<file path="config.mk">
export PLATFORM = sky130hd
export DESIGN_NAME = spi_block
export DESIGN_NICKNAME = d
export VERILOG_FILES = /design/src/rtl/spi_pkg.sv /design/src/rtl/clk_div_if.sv /design/src/rtl/spi_clk_div.sv /design/src/rtl/spi_block.sv
export SDC_FILE = /design/constraint.sdc
export NUM_CORES = 1
export LEC_CHECK = 0
export BUFFER_PORTS_ARGS = -buffer_cell sky130_fd_sc_hd__clkbuf_2
export CORE_MARGIN = 2
export CORE_UTILIZATION = 58
export CTS_CLUSTER_SIZE = 28
export DETAILED_ROUTE_END_ITERATION = 8
export GPL_TIMING_DRIVEN = 0
export PLACE_DENSITY = 0.92
export SLEW_MARGIN = 15
export SYNTH_ARGS = -nofsm -noshare
export SYNTH_HDL_FRONTEND = slang
export SYNTH_SLANG_ARGS = --single-unit
</file>
<file path="constraint.sdc">
create_clock -name clk_sys -period 6.65 [get_ports clk_sys]
set_clock_uncertainty 0.2 [all_clocks]
set_input_delay 0.665 -clock clk_sys [delete_from_list [all_inputs] [get_ports clk_sys]]
set_output_delay 0.665 -clock clk_sys [all_outputs]
set_load 0.005 [all_outputs]
</file>
<file path="src/rtl/spi_pkg.sv">
package spi_pkg;
	// ==========================================
	// register map (byte addresses)
	localparam logic [7:0] ADDR_TX = 8'h00;
	localparam logic [7:0] ADDR_RX = 8'h04;
	localparam logic [7:0] ADDR_CTRL = 8'h08;
	localparam logic [7:0] ADDR_CFG = 8'h0c;
	// ==========================================
	// control_status_reg fields
	localparam int CR_ENABLE = 0;
	localparam int CR_CPOL = 1;
	localparam int CR_CPHA = 2;
	localparam int CR_RXFULL = 3;
	localparam int CR_TXEMPTY = 4;
	localparam int CR_DONE = 5;
	localparam int CR_OVERRUN = 6;
	localparam int CR_LSBFIRST = 7;
	// ==========================================
	// configuration fields
	localparam int CFG_SLAVE = 0;
	localparam int CFG_INTSEL = 1;
	localparam int CFG_SELEN_N = 2;
	localparam int CFG_SEL_N = 3;
	localparam int CFG_CLKSEL_LO = 5;
	localparam logic [7:0] CR_RESET = 8'h00;
	localparam logic [7:0] CFG_RESET = 8'h00;
	localparam logic [7:0] DATA_RESET = 8'h00;
	localparam int BIT_COUNT = 8;
	typedef enum logic [1:0] {
		ST_IDLE = 2'b00,
		ST_LEAD = 2'b01,
		ST_TRAIL = 2'b11
	} phase_t;
endpackage

</file>
<file path="src/rtl/clk_div_if.sv">
`timescale 1ns/1ps
interface clk_div_if;
	logic run;
	logic [2:0] sel;
	logic tick;
	modport owner (output run, output sel, input tick);
	modport divider (input run, input sel, output tick);
endinterface

</file>
<file path="src/rtl/spi_clk_div.sv">
`timescale 1ns/1ps
module spi_clk_div
	import spi_pkg::*;
(
	// clock and reset
	input wire logic clk_sys,
	input wire logic nrst,
	// control
	clk_div_if.divider div
);
	// ==========================================
	// eight stage divider, tap resynchronised
	logic [7:0] stage;
	logic tapSync;
	logic tapLast;
	always_ff @(posedge clk_sys or negedge nrst)
		if (!nrst)
			stage <= 8'h00;
		else if (!div.run)
			stage <= 8'h00;
		else
			stage <= stage + 8'h01;
	always_ff @(posedge clk_sys or negedge nrst)
		if (!nrst)
		begin
			tapSync <= 1'b0;
			tapLast <= 1'b0;
		end
		else if (!div.run)
		begin
			tapSync <= 1'b0;
			tapLast <= 1'b0;
		end
		else
		begin
			tapSync <= stage[div.sel];
			tapLast <= tapSync;
		end
	// one tick per half bit period: /2 gives a tick each cycle
	assign div.tick = div.run && (tapSync != tapLast);
endmodule

</file>
<file path="src/rtl/spi_block.sv">
// Added by the designer: the address map and the AHB-Lite slave port.
`timescale 1ns/1ps
// Function
// - phase 0: sample leading, shift trailing
// - phase 1: shift leading, sample trailing
// - clock idles at polarity level
// - master drives MSb/LSb, clock idles
// - ripple divider /2../256, resynchronised
// - disabled holds reset; enable releases synchronously
// - master disable: idle pins, clear status
// - write starts transfer, empty reasserts, duplex
// - back to back byte if buffered
// - empty set on enable, cleared by write
// - empty interrupt armed after first load
// - rx full on eighth sample, read clears
// - complete after eighth clock finishes
// - overrun when rx full still set
// - slave output high when disabled
// - slave drives only enabled and selected
// - select from pin or firmware bit
// - deselect resets slave, output high
// - slave loads shifter under three conditions
// - phase 0: busy from select fall
// - phase 1: busy from leading edge
// - interrupt select picks empty or complete
// - control read clears complete
module spi_block
	import spi_pkg::*;
(
	// clock and reset
	input wire logic clk_sys,
	input wire logic nrst,
	// ahb-lite slave
	input wire logic hsel,
	input wire logic [7:0] haddr,
	input wire logic [1:0] htrans,
	input wire logic hwrite,
	input wire logic [2:0] hsize,
	input wire logic [31:0] hwdata,
	input wire logic hready,
	output logic [31:0] hrdata,
	output logic hreadyout,
	output logic hresp,
	// serial pins
	output logic sclkOut,
	output logic sclkOe,
	input wire logic sclkIn,
	output logic mosiOut,
	output logic mosiOe,
	input wire logic mosiIn,
	output logic misoOut,
	output logic misoOe,
	input wire logic misoIn,
	input wire logic selPin_n,
	// interrupt request
	output logic irq
);
	// ==========================================
	// bus interface
	logic [7:0] ctrl;
	logic [7:0] cfg;
	logic [7:0] txBuf;
	logic [7:0] rxBuf;
	logic [7:0] shifter;
	logic wrPend;
	logic rdPend;
	logic [7:0] addrPend;
	logic accept;
	assign accept = hsel && hready && htrans[1];
	always_ff @(posedge clk_sys or negedge nrst)
		if (!nrst)
		begin
			wrPend <= 1'b0;
			rdPend <= 1'b0;
			addrPend <= 8'h00;
		end
		else
		begin
			wrPend <= accept && hwrite;
			rdPend <= accept && !hwrite;
			addrPend <= haddr;
		end
	assign hreadyout = 1'b1;
	assign hresp = 1'b0;
	logic wrTx, wrCtrl, wrCfg, rdRx, rdCtrl;
	assign wrTx = wrPend && addrPend == ADDR_TX;
	assign wrCtrl = wrPend && addrPend == ADDR_CTRL;
	assign wrCfg = wrPend && addrPend == ADDR_CFG;
	assign rdRx = rdPend && addrPend == ADDR_RX;
	assign rdCtrl = rdPend && addrPend == ADDR_CTRL;
	// read data registered at address phase
	always_ff @(posedge clk_sys or negedge nrst)
		if (!nrst)
			hrdata <= 32'h00000000;
		else if (accept && !hwrite)
			case (haddr)
				ADDR_RX: hrdata <= {24'h000000, rxBuf};
				ADDR_CTRL: hrdata <= {24'h000000, ctrl};
				ADDR_CFG: hrdata <= {24'h000000, cfg};
				default: hrdata <= 32'h00000000;
			endcase
	// ==========================================
	// configuration
	logic enabled, isSlave, cpol, cpha, lsbFirst;
	assign enabled = ctrl[CR_ENABLE];
	assign cpol = ctrl[CR_CPOL];
	assign cpha = ctrl[CR_CPHA];
	assign lsbFirst = ctrl[CR_LSBFIRST];
	assign isSlave = cfg[CFG_SLAVE];
	always_ff @(posedge clk_sys or negedge nrst)
		if (!nrst)
			cfg <= CFG_RESET;
		else if (wrCfg)
			cfg <= hwdata[7:0];
	logic selActive;
	assign selActive = cfg[CFG_SELEN_N] ? !selPin_n : !cfg[CFG_SEL_N];
	// ==========================================
	// status and sequencing
	logic txFull, armed, busy, shFull;
	logic [3:0] bitCnt;
	phase_t phase;
	logic sampleBit;
	logic setRx, setDone, setOvr, loadSh;
	function automatic logic outBit(input logic [7:0] v, input logic lsb);
		outBit = lsb ? v[0] : v[7];
	endfunction
	// master clocking
	clk_div_if divBus();
	assign divBus.run = enabled && !isSlave;
	assign divBus.sel = cfg[7:CFG_CLKSEL_LO];
	spi_clk_div u_div (
		.clk_sys(clk_sys),
		.nrst(nrst),
		.div(divBus)
	);
	// slave edge detection on external clock and select
	logic sclkLast, selLast;
	always_ff @(posedge clk_sys or negedge nrst)
		if (!nrst)
		begin
			sclkLast <= 1'b0;
			selLast <= 1'b0;
		end
		else
		begin
			sclkLast <= sclkIn;
			selLast <= selActive;
		end
	logic slvRun, lead, trail, selFall;
	assign slvRun = enabled && isSlave && selActive;
	assign lead = slvRun && (sclkIn != sclkLast) && (sclkIn != cpol);
	assign trail = slvRun && (sclkIn != sclkLast) && (sclkIn == cpol);
	assign selFall = enabled && isSlave && selActive && !selLast;
	// master edges from divider ticks
	logic mLead, mTrail, mStart;
	assign mStart = enabled && !isSlave && phase == ST_IDLE && txFull && divBus.tick;
	assign mLead = enabled && !isSlave && phase == ST_LEAD && divBus.tick;
	assign mTrail = enabled && !isSlave && phase == ST_TRAIL && divBus.tick;
	logic edgeLead, edgeTrail;
	assign edgeLead = isSlave ? lead : mLead;
	assign edgeTrail = isSlave ? trail : mTrail;
	logic sampleNow, lastEdge;
	assign sampleNow = cpha ? edgeTrail : edgeLead;
	assign lastEdge = edgeTrail && bitCnt == 4'(BIT_COUNT - 1);
	assign setRx = sampleNow && bitCnt == 4'(BIT_COUNT - 1);
	assign setDone = lastEdge;
	assign setOvr = setRx && ctrl[CR_RXFULL];
	// slave load: not busy, shifter empty, buffer full
	assign loadSh = isSlave ? (enabled && !busy && !shFull && txFull)
		: (mStart || (lastEdge && txFull));
	// master phase machine
	always_ff @(posedge clk_sys or negedge nrst)
		if (!nrst)
			phase <= ST_IDLE;
		else if (!enabled || isSlave)
			phase <= ST_IDLE;
		else
			case (phase)
				ST_IDLE: if (mStart) phase <= ST_LEAD;
				ST_LEAD: if (mLead) phase <= ST_TRAIL;
				ST_TRAIL:
					if (mTrail)
						phase <= (bitCnt == 4'(BIT_COUNT - 1)) && !txFull ? ST_IDLE : ST_LEAD;
				default: phase <= ST_IDLE;
			endcase
	// busy window
	always_ff @(posedge clk_sys or negedge nrst)
		if (!nrst)
			busy <= 1'b0;
		else if (!enabled || (isSlave && !selActive))
			busy <= 1'b0;
		else if (lastEdge)
			busy <= 1'b0;
		else if (isSlave && !cpha && (selFall || lead))
			busy <= 1'b1;
		else if (isSlave && cpha && lead)
			busy <= 1'b1;
		else if (!isSlave && mStart)
			busy <= 1'b1;
	// bit counter
	always_ff @(posedge clk_sys or negedge nrst)
		if (!nrst)
			bitCnt <= 4'h0;
		else if (!enabled || (isSlave && !selActive))
			bitCnt <= 4'h0;
		else if (edgeTrail)
			bitCnt <= (bitCnt == 4'(BIT_COUNT - 1)) ? 4'h0 : bitCnt + 4'h1;
	// shifter: full duplex
	logic inBit;
	assign inBit = isSlave ? mosiIn : misoIn;
	always_ff @(posedge clk_sys or negedge nrst)
		if (!nrst)
			sampleBit <= 1'b0;
		else if (sampleNow)
			sampleBit <= inBit;
	logic shiftNow;
	assign shiftNow = cpha ? edgeLead && bitCnt != 4'h0 : edgeTrail;
	always_ff @(posedge clk_sys or negedge nrst)
		if (!nrst)
			shifter <= DATA_RESET;
		else if (loadSh && !(isSlave && lastEdge))
			shifter <= txBuf;
		else if (edgeTrail && !cpha)
			shifter <= lsbFirst ? {sampleBit, shifter[7:1]} : {shifter[6:0], sampleBit};
		else if (shiftNow && cpha)
			shifter <= lsbFirst ? {sampleBit, shifter[7:1]} : {shifter[6:0], sampleBit};
	always_ff @(posedge clk_sys or negedge nrst)
		if (!nrst)
			shFull <= 1'b0;
		else if (!enabled || (isSlave && !selActive))
			shFull <= 1'b0;
		else if (loadSh)
			shFull <= 1'b1;
		else if (lastEdge)
			shFull <= 1'b0;
	// receive buffer latches the shifted byte
	logic [7:0] rxByte;
	assign rxByte = lsbFirst ? {inBit, shifter[7:1]} : {shifter[6:0], inBit};
	always_ff @(posedge clk_sys or negedge nrst)
		if (!nrst)
			rxBuf <= DATA_RESET;
		else if (setRx && cpha)
			rxBuf <= rxByte;
		else if (setRx && !cpha)
			rxBuf <= rxByte;
	// transmit buffer
	always_ff @(posedge clk_sys or negedge nrst)
		if (!nrst)
			txBuf <= DATA_RESET;
		else if (wrTx)
			txBuf <= hwdata[7:0];
	always_ff @(posedge clk_sys or negedge nrst)
		if (!nrst)
			txFull <= 1'b0;
		else if (!enabled)
			txFull <= 1'b0;
		else if (wrTx)
			txFull <= 1'b1;
		else if (loadSh)
			txFull <= 1'b0;
	always_ff @(posedge clk_sys or negedge nrst)
		if (!nrst)
			armed <= 1'b0;
		else if (!enabled)
			armed <= 1'b0;
		else if (loadSh)
			armed <= 1'b1;
	// ==========================================
	// control and status register
	always_ff @(posedge clk_sys or negedge nrst)
		if (!nrst)
			ctrl <= CR_RESET;
		else
		begin
			if (wrCtrl)
			begin
				ctrl[CR_ENABLE] <= hwdata[CR_ENABLE];
				ctrl[CR_CPOL] <= hwdata[CR_CPOL];
				ctrl[CR_CPHA] <= hwdata[CR_CPHA];
				ctrl[CR_LSBFIRST] <= hwdata[CR_LSBFIRST];
			end
			ctrl[CR_TXEMPTY] <= enabled && !(txFull || wrTx) && !loadSh
				|| enabled && loadSh && !wrTx;
			if (!enabled)
			begin
				ctrl[CR_RXFULL] <= 1'b0;
				ctrl[CR_DONE] <= 1'b0;
				ctrl[CR_OVERRUN] <= 1'b0;
			end
			else
			begin
				if (setRx)
					ctrl[CR_RXFULL] <= 1'b1;
				else if (rdRx)
					ctrl[CR_RXFULL] <= 1'b0;
				if (setDone)
					ctrl[CR_DONE] <= 1'b1;
				else if (rdCtrl)
					ctrl[CR_DONE] <= 1'b0;
				if (setOvr)
					ctrl[CR_OVERRUN] <= 1'b1;
				else if (rdRx)
					ctrl[CR_OVERRUN] <= 1'b0;
			end
		end
	// ==========================================
	// pins and interrupt
	always_ff @(posedge clk_sys or negedge nrst)
		if (!nrst)
			sclkOut <= 1'b0;
		else if (!enabled || phase == ST_IDLE)
			sclkOut <= cpol;
		else if (mLead)
			sclkOut <= !cpol;
		else if (mTrail)
			sclkOut <= cpol;
	assign sclkOe = !isSlave;
	assign mosiOut = isSlave ? 1'b1 : outBit(shifter, lsbFirst);
	assign mosiOe = !isSlave;
	assign misoOut = slvRun ? outBit(shifter, lsbFirst) : 1'b1;
	assign misoOe = isSlave && slvRun;
	assign irq = cfg[CFG_INTSEL] ? ctrl[CR_DONE]
		: (ctrl[CR_TXEMPTY] && armed);
endmodule

</file>
==> results of run 1 <==
-- metal layers --
metal	vias up	global-route usage (%)	share of wire, %
met1	1466	31.18	40
met5	-	0	0
met4	0	9.790	2.6
li1	1401	-	-
met2	131	37.81	49
met3	19	7.446	8.1
-- Yosys cell counts (all sizes together), types with 5 or more instances --
| cell | number | area [um^2] |
|---|---|---|
| mux2 | 43 | 484.2 |
| clkbuf | 13 | 48.80 |
| nand3 | 11 | 55.05 |
| buf | 29 | 219.0 |
| a21oi | 14 | 70.07 |
| xor2 | 6 | 52.55 |
| xnor2 | 5 | 43.79 |
| nor3b | 9 | 72.57 |
| o31ai | 9 | 67.56 |
| a211oi | 5 | 67.56 |
| nand2 | 11 | 41.29 |
| nor2 | 22 | 85.09 |
| o21ai | 19 | 95.09 |
| dfrtp | 82 | 2052 |
| a22o | 16 | 140.1 |
| inv | 10 | 37.54 |
| mux2i | 6 | 60.06 |
-- through the flow --
stage / cell area, um^2 / hold WS, ns / total power, uW / cells / util, %
5_1_grt: 4718 / 0.08923 / 1069 / 537 / 69.45
6_report: 4718 / 0.06365 / 1018 / 537 / 69.45
3_5_place_dp: 4533 / 0.2784 / 685.6 / 521 / 66.72
3_3_place_gp: 4503 / 0.2625 / 676.4 / 520 / 66.28
4_1_cts: 4718 / 0.07058 / 1022 / 537 / 69.45
2_1_floorplan: 4183 / 0.1694 / 638.3 / 384 / -
-- final cells by class --
| type | count | area share, % |
|---|---|---|
| buffer | 42 | 5.675 |
| clock buffer | 9 | 2.625 |
| clock inverter | 7 | 1.299 |
| inverter | 10 | 0.7955 |
| multi-input combinational | 250 | 38.69 |
| sequential | 82 | 43.49 |
| tap | 96 | 2.546 |
| timing repair buffer | 41 | 4.879 |
-- state kept, by name, indices dropped and copies added (netlist names), 2 cells and up --
name         flops
cfg              8
u_div.stage      8
shifter          8
rxBuf            8
phase            2
hrdata           8
addrPend         8
txBuf            8
ctrl             8
bitCnt           4
-- worst max-delay path, cell delays in order, from the launching register on --
cell      delay [ns]
dfrtp_1         0.33
clkbuf_1        0.32
clkbuf_1        0.40
mux2i_1         0.44
nand2_1         0.10
clkbuf_2        0.13
-- cells by family after synthesis --
family          Yosys count  synth area share, %
compound gates           76                13.51
xor+xnor                 11                2.354
fa+ha+maj                 3               0.9172
buf+inv                  52                7.459
flops                    82                50.14
mux                      51                14.40
other cells               2               0.1835
simple gates             83                11.04
-- path summary, 6_finish.rpt --
check,start,endpoint,slack (ns)
min in group clk_sys,haddr[6],addrPend[6],0.21
worst min register to register,u_div.stage[0],u_div.stage[0],0.29
worst min-delay path,nrst,addrPend[1],0.06
worst max-delay path,ctrl[7],misoOut,3.73
worst max register to register,cfg[0],shifter[3],3.83
max in group asynchronous,nrst,u_div.stage[6],5.58
-- power breakdown --
part	total, uW	internal (uW)	switching, uW
Combinational	128	63.9	64.2
Clock	340	142	198
Sequential	550	527	23.5
==> flow_summary.toml, run 1 <==
[status]
outcome = "completed"

[timing]
max_slew_margin_pct = 49.33
rsz0062_at_grt = "no"
setup_violations = 0
slew_viol_final = 0
fin_crit_ns = 2.924
min_period_over_period_pct = 43.97
hold_violations = 0
timing.setup.tns_ns = 0
max_freq_mhz = 342.0
setup_slack_ns = 3.726
worstMarginPinSlew_ns = 0.7522

[finish]
drive_gt1_share_pct = 31.75
fillers = 487
nets = 493
seqCellArea_um2 = 2052
multi_input_area_um2 = 1826
final_common_cell = "dfrtp_1"
diodes = 0
areaGrowthSynthToFinish_pct = 15.29
layout_common_cells = "82 x dfrtp_1, 43 x mux2_2, 39 x clkbuf_2"

[cts]
clockBufferDepth = 2
root_buffer = "clkbuf_8"
cts_hold_buf = 0
insertion_delay_ns = 0.37
cts_setup_buffers = 0
ctsResizeCount = 0
clk_pin_slew_ns = 0.09
cts-buffers-inserted = 9
tritoncts = "built"
cts_sinks = 82
h-tree-depth = 3

[logic_synthesis]
ys_types = 49
yosysWarningCount = 0
synth_ff_type = "dfrtp_1"
postSynthCellCount = 360
synth_edf_count = 0
synth_area_um2 = 4093
avgSynthCellArea_um2 = 11.37
ys_seq_elements = 82
synth_seq_area_share_pct = 50.14
synthArstFlopShare_pct = 100.0

[global_route]
grt_overflow = 0
grt_pass1_vias = 2821
antenna_found_initial = 0
track_usage_pct = 24.04
grt_pass1_wl_mm = 13.92
grt_max_degree = 51

[route]
avgRoutedWirePerCell_um = 16.04
post-route-drc-count = 0
wl_mm = 8.611
vias = 3017
drtPass1Iterations = 6
drt_iter0_markers = 288
viasPerCell = 5.618
antenna_left = 0

[die]
die_h_um = 88
rows = 30
core_area_um2 = 6794
die_w_um = 88
io_pins = 95
die_area_um2 = 7744
initial_utilization_pct = 60.24

[worst_setup_path]
critical_path_class = "flop to output port"
arrival_ns = 2.06
r2r_cells = 6
worstPathRequired_ns = 5.78
path_max_fanout = 10
cp-end-kind = "output port"
startpoint_type = "flop"

[power]
peakVddDrop_v = 0.0001149
power.density_nw_per_um2 = 215.8
leakage_uw = 0.002220

[placement]
pre_cts_ws_ns = 3.669
dp_hpwl_mm = 6.251
io_buffer_count = 40
gp_congestion = 0.8847

[flow_run]
maxCapViolations = 0

[worst_hold_path]
hp-class = "input port to asynchronous set/reset pin"
Note: power is estimated with default switching activity, not from simulation.
==> inputs of run 2 (changes only) <==
--- a/config.mk
+++ b/config.mk
@@ -5,13 +5,14 @@
 export SDC_FILE = /design/constraint.sdc
 export NUM_CORES = 1
 export LEC_CHECK = 0
+export ABC_AREA = 1
 export BUFFER_PORTS_ARGS = -buffer_cell sky130_fd_sc_hd__clkbuf_2
 export CORE_MARGIN = 2
-export CORE_UTILIZATION = 58
+export CORE_UTILIZATION = 54
 export CTS_CLUSTER_SIZE = 28
 export DETAILED_ROUTE_END_ITERATION = 8
 export GPL_TIMING_DRIVEN = 0
-export PLACE_DENSITY = 0.92
+export PLACE_DENSITY = 0.87
 export SLEW_MARGIN = 15
 export SYNTH_ARGS = -nofsm -noshare
 export SYNTH_HDL_FRONTEND = slang
==> constraint.sdc (replaced) <==
create_clock -name clk_sys -period 2.7 [get_ports clk_sys]
set_clock_uncertainty 0.2 [all_clocks]
set_input_delay 0.27 -clock clk_sys [delete_from_list [all_inputs] [get_ports clk_sys]]
set_output_delay 0.27 -clock clk_sys [all_outputs]
set_load 0.005 [all_outputs]
==> flow_summary.toml, run 2 <==
[worst_setup_path]
startpoint_type = "flop"
path_max_fanout = 10
critical_path_class = "flop to flop"
cp-end-kind = "flop"
worstPathRequired_ns = 2.76
arrival_ns = 2.22

[cts]
tritoncts = "built"
ctsResizeCount = 0
clk_pin_slew_ns = 0.08
root_buffer = "clkbuf_8"
cts-buffers-inserted = 9
h-tree-depth = 3
cts_sinks = 82
clockBufferDepth = 2
insertion_delay_ns = 0.37

[finish]
multi_input_area_um2 = 1698
seqCellArea_um2 = 2052
areaGrowthSynthToFinish_pct = 20.27
fillers = 641
diodes = 0
post-route-util_pct = 66.17
layout_common_cells = "127 x nand2_1, 82 x dfrtp_1, 61 x inv_1"
nets = 653
drive_gt1_share_pct = 20.30
final_common_cell = "nand2_1"

[logic_synthesis]
synth_ff_type = "dfrtp_1"
synthTopCellsByCount = "127 x nand2_1, 82 x dfrtp_1, 61 x inv_1"
yosysMostFrequentCell = "nand2_1"
synth_area_um2 = 4185
avgSynthCellArea_um2 = 8.304
yosys.area.top_type = "dfrtp_1"
synth_seq_area_share_pct = 49.03
yosysWarningCount = 0
synthArstFlopShare_pct = 100.0
synth_top_cells_by_area = "dfrtp_1 49%, nand2_1 11%, o21ai_0 6.8%"
ys_seq_elements = 82
yosysTopAreaCellShare_pct = 49.03
ys_types = 40
synth_edf_count = 0
postSynthCellCount = 504

[placement]
gp_congestion = 0.9024
io_buffer_count = 40
dp_hpwl_mm = 6.948
pre_cts_ws_ns = 0.5721

[timing]
rsz0062_at_grt = "no"
max_slew_margin_pct = 65.08
timing.setup.tns_ns = 0
max_freq_mhz = 463.0
min_period_over_period_pct = 79.99
slew_viol_final = 0
hold_violations = 0
fin_crit_ns = 2.160
setup_slack_ns = 0.5402
worstMarginPinSlew_ns = 0.5237
setup_violations = 0

[global_route]
grt_pass1_vias = 3367
top_usage_layer = "met2"
grt_overflow = 0
grt_pass1_wl_mm = 15.48
met3_usage_pct = 4.437
grt_max_degree = 46
grtUsageMet1_pct = 30.10
use_met2_pct = 39.77
antenna_found_initial = 0
track_usage_pct = 23.58

[route]
antenna_left = 0
drtPass1Iterations = 4
wl_mm = 9.231
post-route-drc-count = 0
viasPerCell = 4.990
avgRoutedWirePerCell_um = 13.13
vias = 3508
drt_iter0_markers = 299

[power]
leakage_uw = 0.002714
peakVddDrop_v = 0.0003508
power.density_nw_per_um2 = 558.8
finalPower_uw = 2813

[die]
die_w_um = 92.04
die_h_um = 92.04
core_area_um2 = 7607
die_area_um2 = 8470
io_pins = 95
initial_utilization_pct = 55.02
rows = 32

[flow_run]
maxCapViolations = 0

[status]
outcome = "completed"

[worst_hold_path]
hp-class = "input port to flop"
==> run 2: cell count changes after synthesis, sizes merged, moves of 5 or more <==
cell,delta
nor3b,-9
o22ai,+5
o21ai,+46
nor2,+11
o31ai,-8
inv,+55
mux2,-42
a22o,-16
nand2,+125
clkbuf,-7
mux2i,-5
nand3,+21
==> run 2: critical path, cell delays in order, from the launching register on <==
cell,delay (ns)
dfrtp_1,0.33
buf_4,0.17
nand2_1,0.13
nor2_4,0.19
nand3_1,0.13
nand2_4,0.15
nand3_2,0.22
nand2_4,0.20
buf_8,0.14
nand3_1,0.07
nand2_1,0.07
inv_1,0.03
==> run 2: layout make-up <==
type,count,share of cell area [%]
well taps,102,2.535
plain buffers,38,5.593
multi-input cells,343,33.73
clock buffers,9,2.461
clock inverters,7,2.461
inverters,65,4.847
flip-flops and latches,82,40.77
repair buffers,57,7.606
==> run 2: timing repair <==
item | in CTS | in global routing
endpoints found under the hold margin | 56 | 0
setup endpoints to repair | 0 | 0
setup buffers | 0 | 0
hold buffers | 16 | 0
==> run 2: logic make-up after synthesis <==
family / count (synthesis) / synth area share [%]
and+or+nand+nor: 216 / 23.35
xor gates and xnor gates: 5 / 1.226
muxes: 2 / 0.5082
DFF: 82 / 49.03
buffers and inverters: 103 / 12.56
adders and majority gates: 3 / 0.8970
other: 2 / 0.1794
AOI/OAI and AO/OA: 91 / 12.26
==> run 2: metal layers <==
metal  up-vias  wire, um
li1       1745         -
met1      1632      3981
met2       115      4517
met3        16       570
met4         0       162
met5         -         0
==> run 2: per-stage QoR <==
| step | hold WS, ns | cells | instance area (um^2) |
|---|---|---|---|
| after floorplan | -0.2256 | 528 | 4275 |
| after detailed placement | 0.1096 | 671 | 4626 |
| after global placement | 0.1893 | 670 | 4603 |
| after CTS | 0.007038 | 703 | 5034 |
| final | 0.01471 | 703 | 5034 |
| after global routing | 0.03213 | 703 | 5034 |
==> run 2: path summary, 6_finish.rpt <==
kind,startpoint,cells past startpoint,end,slack (ns)
worst max-delay path,cfg[0],11,shifter[1],0.54
worst min-delay path,hwdata[7],3,ctrl[7],0.01
worst max register to register,cfg[0],11,shifter[1],0.54
worst min register to register,u_div.stage[7],1,u_div.stage[7],0.28
max in group asynchronous,nrst,3,ctrl[7],1.46
min in group asynchronous,nrst,2,hrdata[0],0.25
==> run 2: where the power goes <==
part           switching [uW]  leakage, uW  internal, uW  total, uW
Clock                     466     0.000120           622       1090
Sequential               44.5     0.000920          1310       1360
Combinational             220      0.00167           150        370
Total                     730      0.00271          2080       2810
==> inputs of run 3 (changes only) <==
--- a/config.mk
+++ b/config.mk
@@ -5,7 +5,7 @@
 export SDC_FILE = /design/constraint.sdc
 export NUM_CORES = 1
 export LEC_CHECK = 0
-export ABC_AREA = 1
+export ABC_AREA = 0
 export BUFFER_PORTS_ARGS = -buffer_cell sky130_fd_sc_hd__clkbuf_2
 export CORE_MARGIN = 2
 export CORE_UTILIZATION = 54
==> constraint.sdc (replaced) <==
create_clock -name clk_sys -period 2.1 [get_ports clk_sys]
set_clock_uncertainty 0.2 [all_clocks]
set_input_delay 0.21 -clock clk_sys [delete_from_list [all_inputs] [get_ports clk_sys]]
set_output_delay 0.21 -clock clk_sys [all_outputs]
set_load 0.005 [all_outputs]
==> flow_summary.toml, run 3 (synthesis results as in run 1) <==
[timing]
max_slew_margin_pct = 55.76
setup_violations = 26
timing.setup.tns_ns = -6.458
rsz0062_at_grt = "yes"
max_freq_mhz = 401.6
whs_ns = 0.1034
setup_slack_ns = -0.3901
fin_crit_ns = 2.490
hold_violations = 0
slew_viol_final = 0
min_period_over_period_pct = 118.6
worstMarginPinSlew_ns = 0.6636

[route]
wl_met2_mm = 5.454
viasPerCell = 5.744
wl_mm = 10.73
post-route-drc-count = 0
dr_wl_met3_um = 686
antenna_left = 0
drtPass1Iterations = 5
top_layer_used = "met4"
avgRoutedWirePerCell_um = 18.60
vias = 3314
wl_met1_mm = 4.219
drt_iter0_markers = 223

[finish]
diodes = 0
nets = 530
areaGrowthSynthToFinish_pct = 31.67
fin_area_um2 = 5389
drive_gt1_share_pct = 40.79
post-route-util_pct = 73.90
seqCellArea_um2 = 2056
final_common_cell = "dfrtp_1"
multi_input_area_um2 = 2044
instances_no_fill = 577
fillers = 452
layout_common_cells = "79 x dfrtp_1, 43 x mux2_2, 41 x buf_4"

[cts]
clockBufferDepth = 2
cts_sinks = 82
h-tree-depth = 3
clk_pin_slew_ns = 0.09
root_buffer = "clkbuf_8"
insertion_delay_ns = 0.37
tritoncts = "built"
cts-buffers-inserted = 9

[placement]
dp_hpwl_mm = 6.369
gp_congestion = 0.8872
io_buffer_count = 40
post-place-cells = 524
placed_area_um2 = 4529

[power]
combPwrFrac_pct = 13.8
peakVddDrop_v = 0.0004395
power.density_nw_per_um2 = 679.3
seqPwrFrac_pct = 47.9
switching_power_uw = 939.4
p_clk_share_pct = 38.3
leakage_uw = 0.002480
switching_share_pct = 25.66
p_int_uw = 2721

[flow_run]
maxCapViolations = 0

[die]
rows = 31
initial_utilization_pct = 56.13
die_area_um2 = 8291
core_area_um2 = 7292
die_h_um = 91.06
io_pins = 95
die_w_um = 91.06

[worst_hold_path]
hp-class = "input port to flop"

[worst_setup_path]
path_max_fanout = 9
startpoint_type = "flop"
worstPathCellList = "buf_6, or3b_4, a211oi_4, buf_6, nor2_4, a211oi_4, buf_12, mux2_2"
critical-path-top-delay-family = "compound AO/OA/AOI/OAI gates"
cp-end-kind = "flop"
critPathMaxStageDelay_ns = 0.39
arrival_ns = 2.55
critical_path_class = "flop to flop"
worstPathRequired_ns = 2.16
crit_buf_inv = 3
critPathSlowestCell = "dfrtp_1"

[global_route]
grt_overflow = 0
grt_max_degree = 46
grt_pass1_vias = 3275
track_usage_pct = 25.91
antenna_found_initial = 0
grt_pass1_wl_mm = 16.66

[status]
violations = "negative setup slack"
outcome = "finished with violations"
-- run 3: changes by cell type in the layout (fill, tap and decap cells not counted), moves of 16 or more --
cell and delta:
a22o_1 +16, inv_1 -51, mux2_2 +42, nand2_1 -116, nand3_1 -22, o21ai_0 -42
-- run 3: worst min-delay path, stage by stage --
cell      delay, ns
clkbuf_2       0.07
mux2i_1        0.13
mux2i_1        0.21
-- run 3: repair_timing --
| action | in CTS | in global routing |
|---|---|---|
| setup endpoints to repair | 41 | 57 |
| hold endpoints to repair | 67 | 0 |
| gates resized for setup | 42 | 24 |
| hold buffers | 20 | 0 |
| setup buffers | 17 | 3 |
| pin swaps | 19 | 10 |
| gates cloned | 1 | 0 |
-- run 3: path summary, 6_finish.rpt --
path / cells after the start / to / from / slack (ns)
max in group asynchronous: 3 / txBuf[1] / nrst / 0.88
min in group asynchronous: 2 / u_div.stage[7] / nrst / 0.18
max: 8 / rxBuf[0] / ctrl[1] / -0.39
max reg2reg: 8 / rxBuf[0] / ctrl[1] / -0.39
min reg2reg: 1 / u_div.stage[0] / u_div.stage[0] / 0.30
min: 3 / sampleBit / misoIn / 0.10
-- run 3: stage by stage --
step	total power (uW)	setup slack, ns
floorplan	2021	-0.2423
global placement	2140	-0.5693
detailed placement	2164	-0.5991
CTS	3603	-0.3214
global route	3792	-0.4075
finish	3661	-0.3901
-- run 3: layer usage --
metal | GRT usage, % | vias up
met3 | 5.643 | 38
met5 | 0 | -
li1 | - | 1465
met4 | 13.64 | 0
met2 | 42.10 | 173
met1 | 32.54 | 1638
-- run 3: area by class of cell --
cell class,count,area share (%)
well taps,99,2.299
plain buffers,39,5.201
clock inverters,6,2.090
multi-input cells,250,37.94
flip-flops and latches,82,38.15
inverters,10,0.6965
clock buffers,10,2.368
repair buffers,81,11.26
-- run 3: power by group through the flow --
stage	clock network, uW	logic [uW]	registers [uW]
global placement	0	375	1770
CTS	1400	463	1740
finish	1400	505	1750
detailed placement	0	393	1770
global route	1480	548	1760
floorplan	0	276	1750
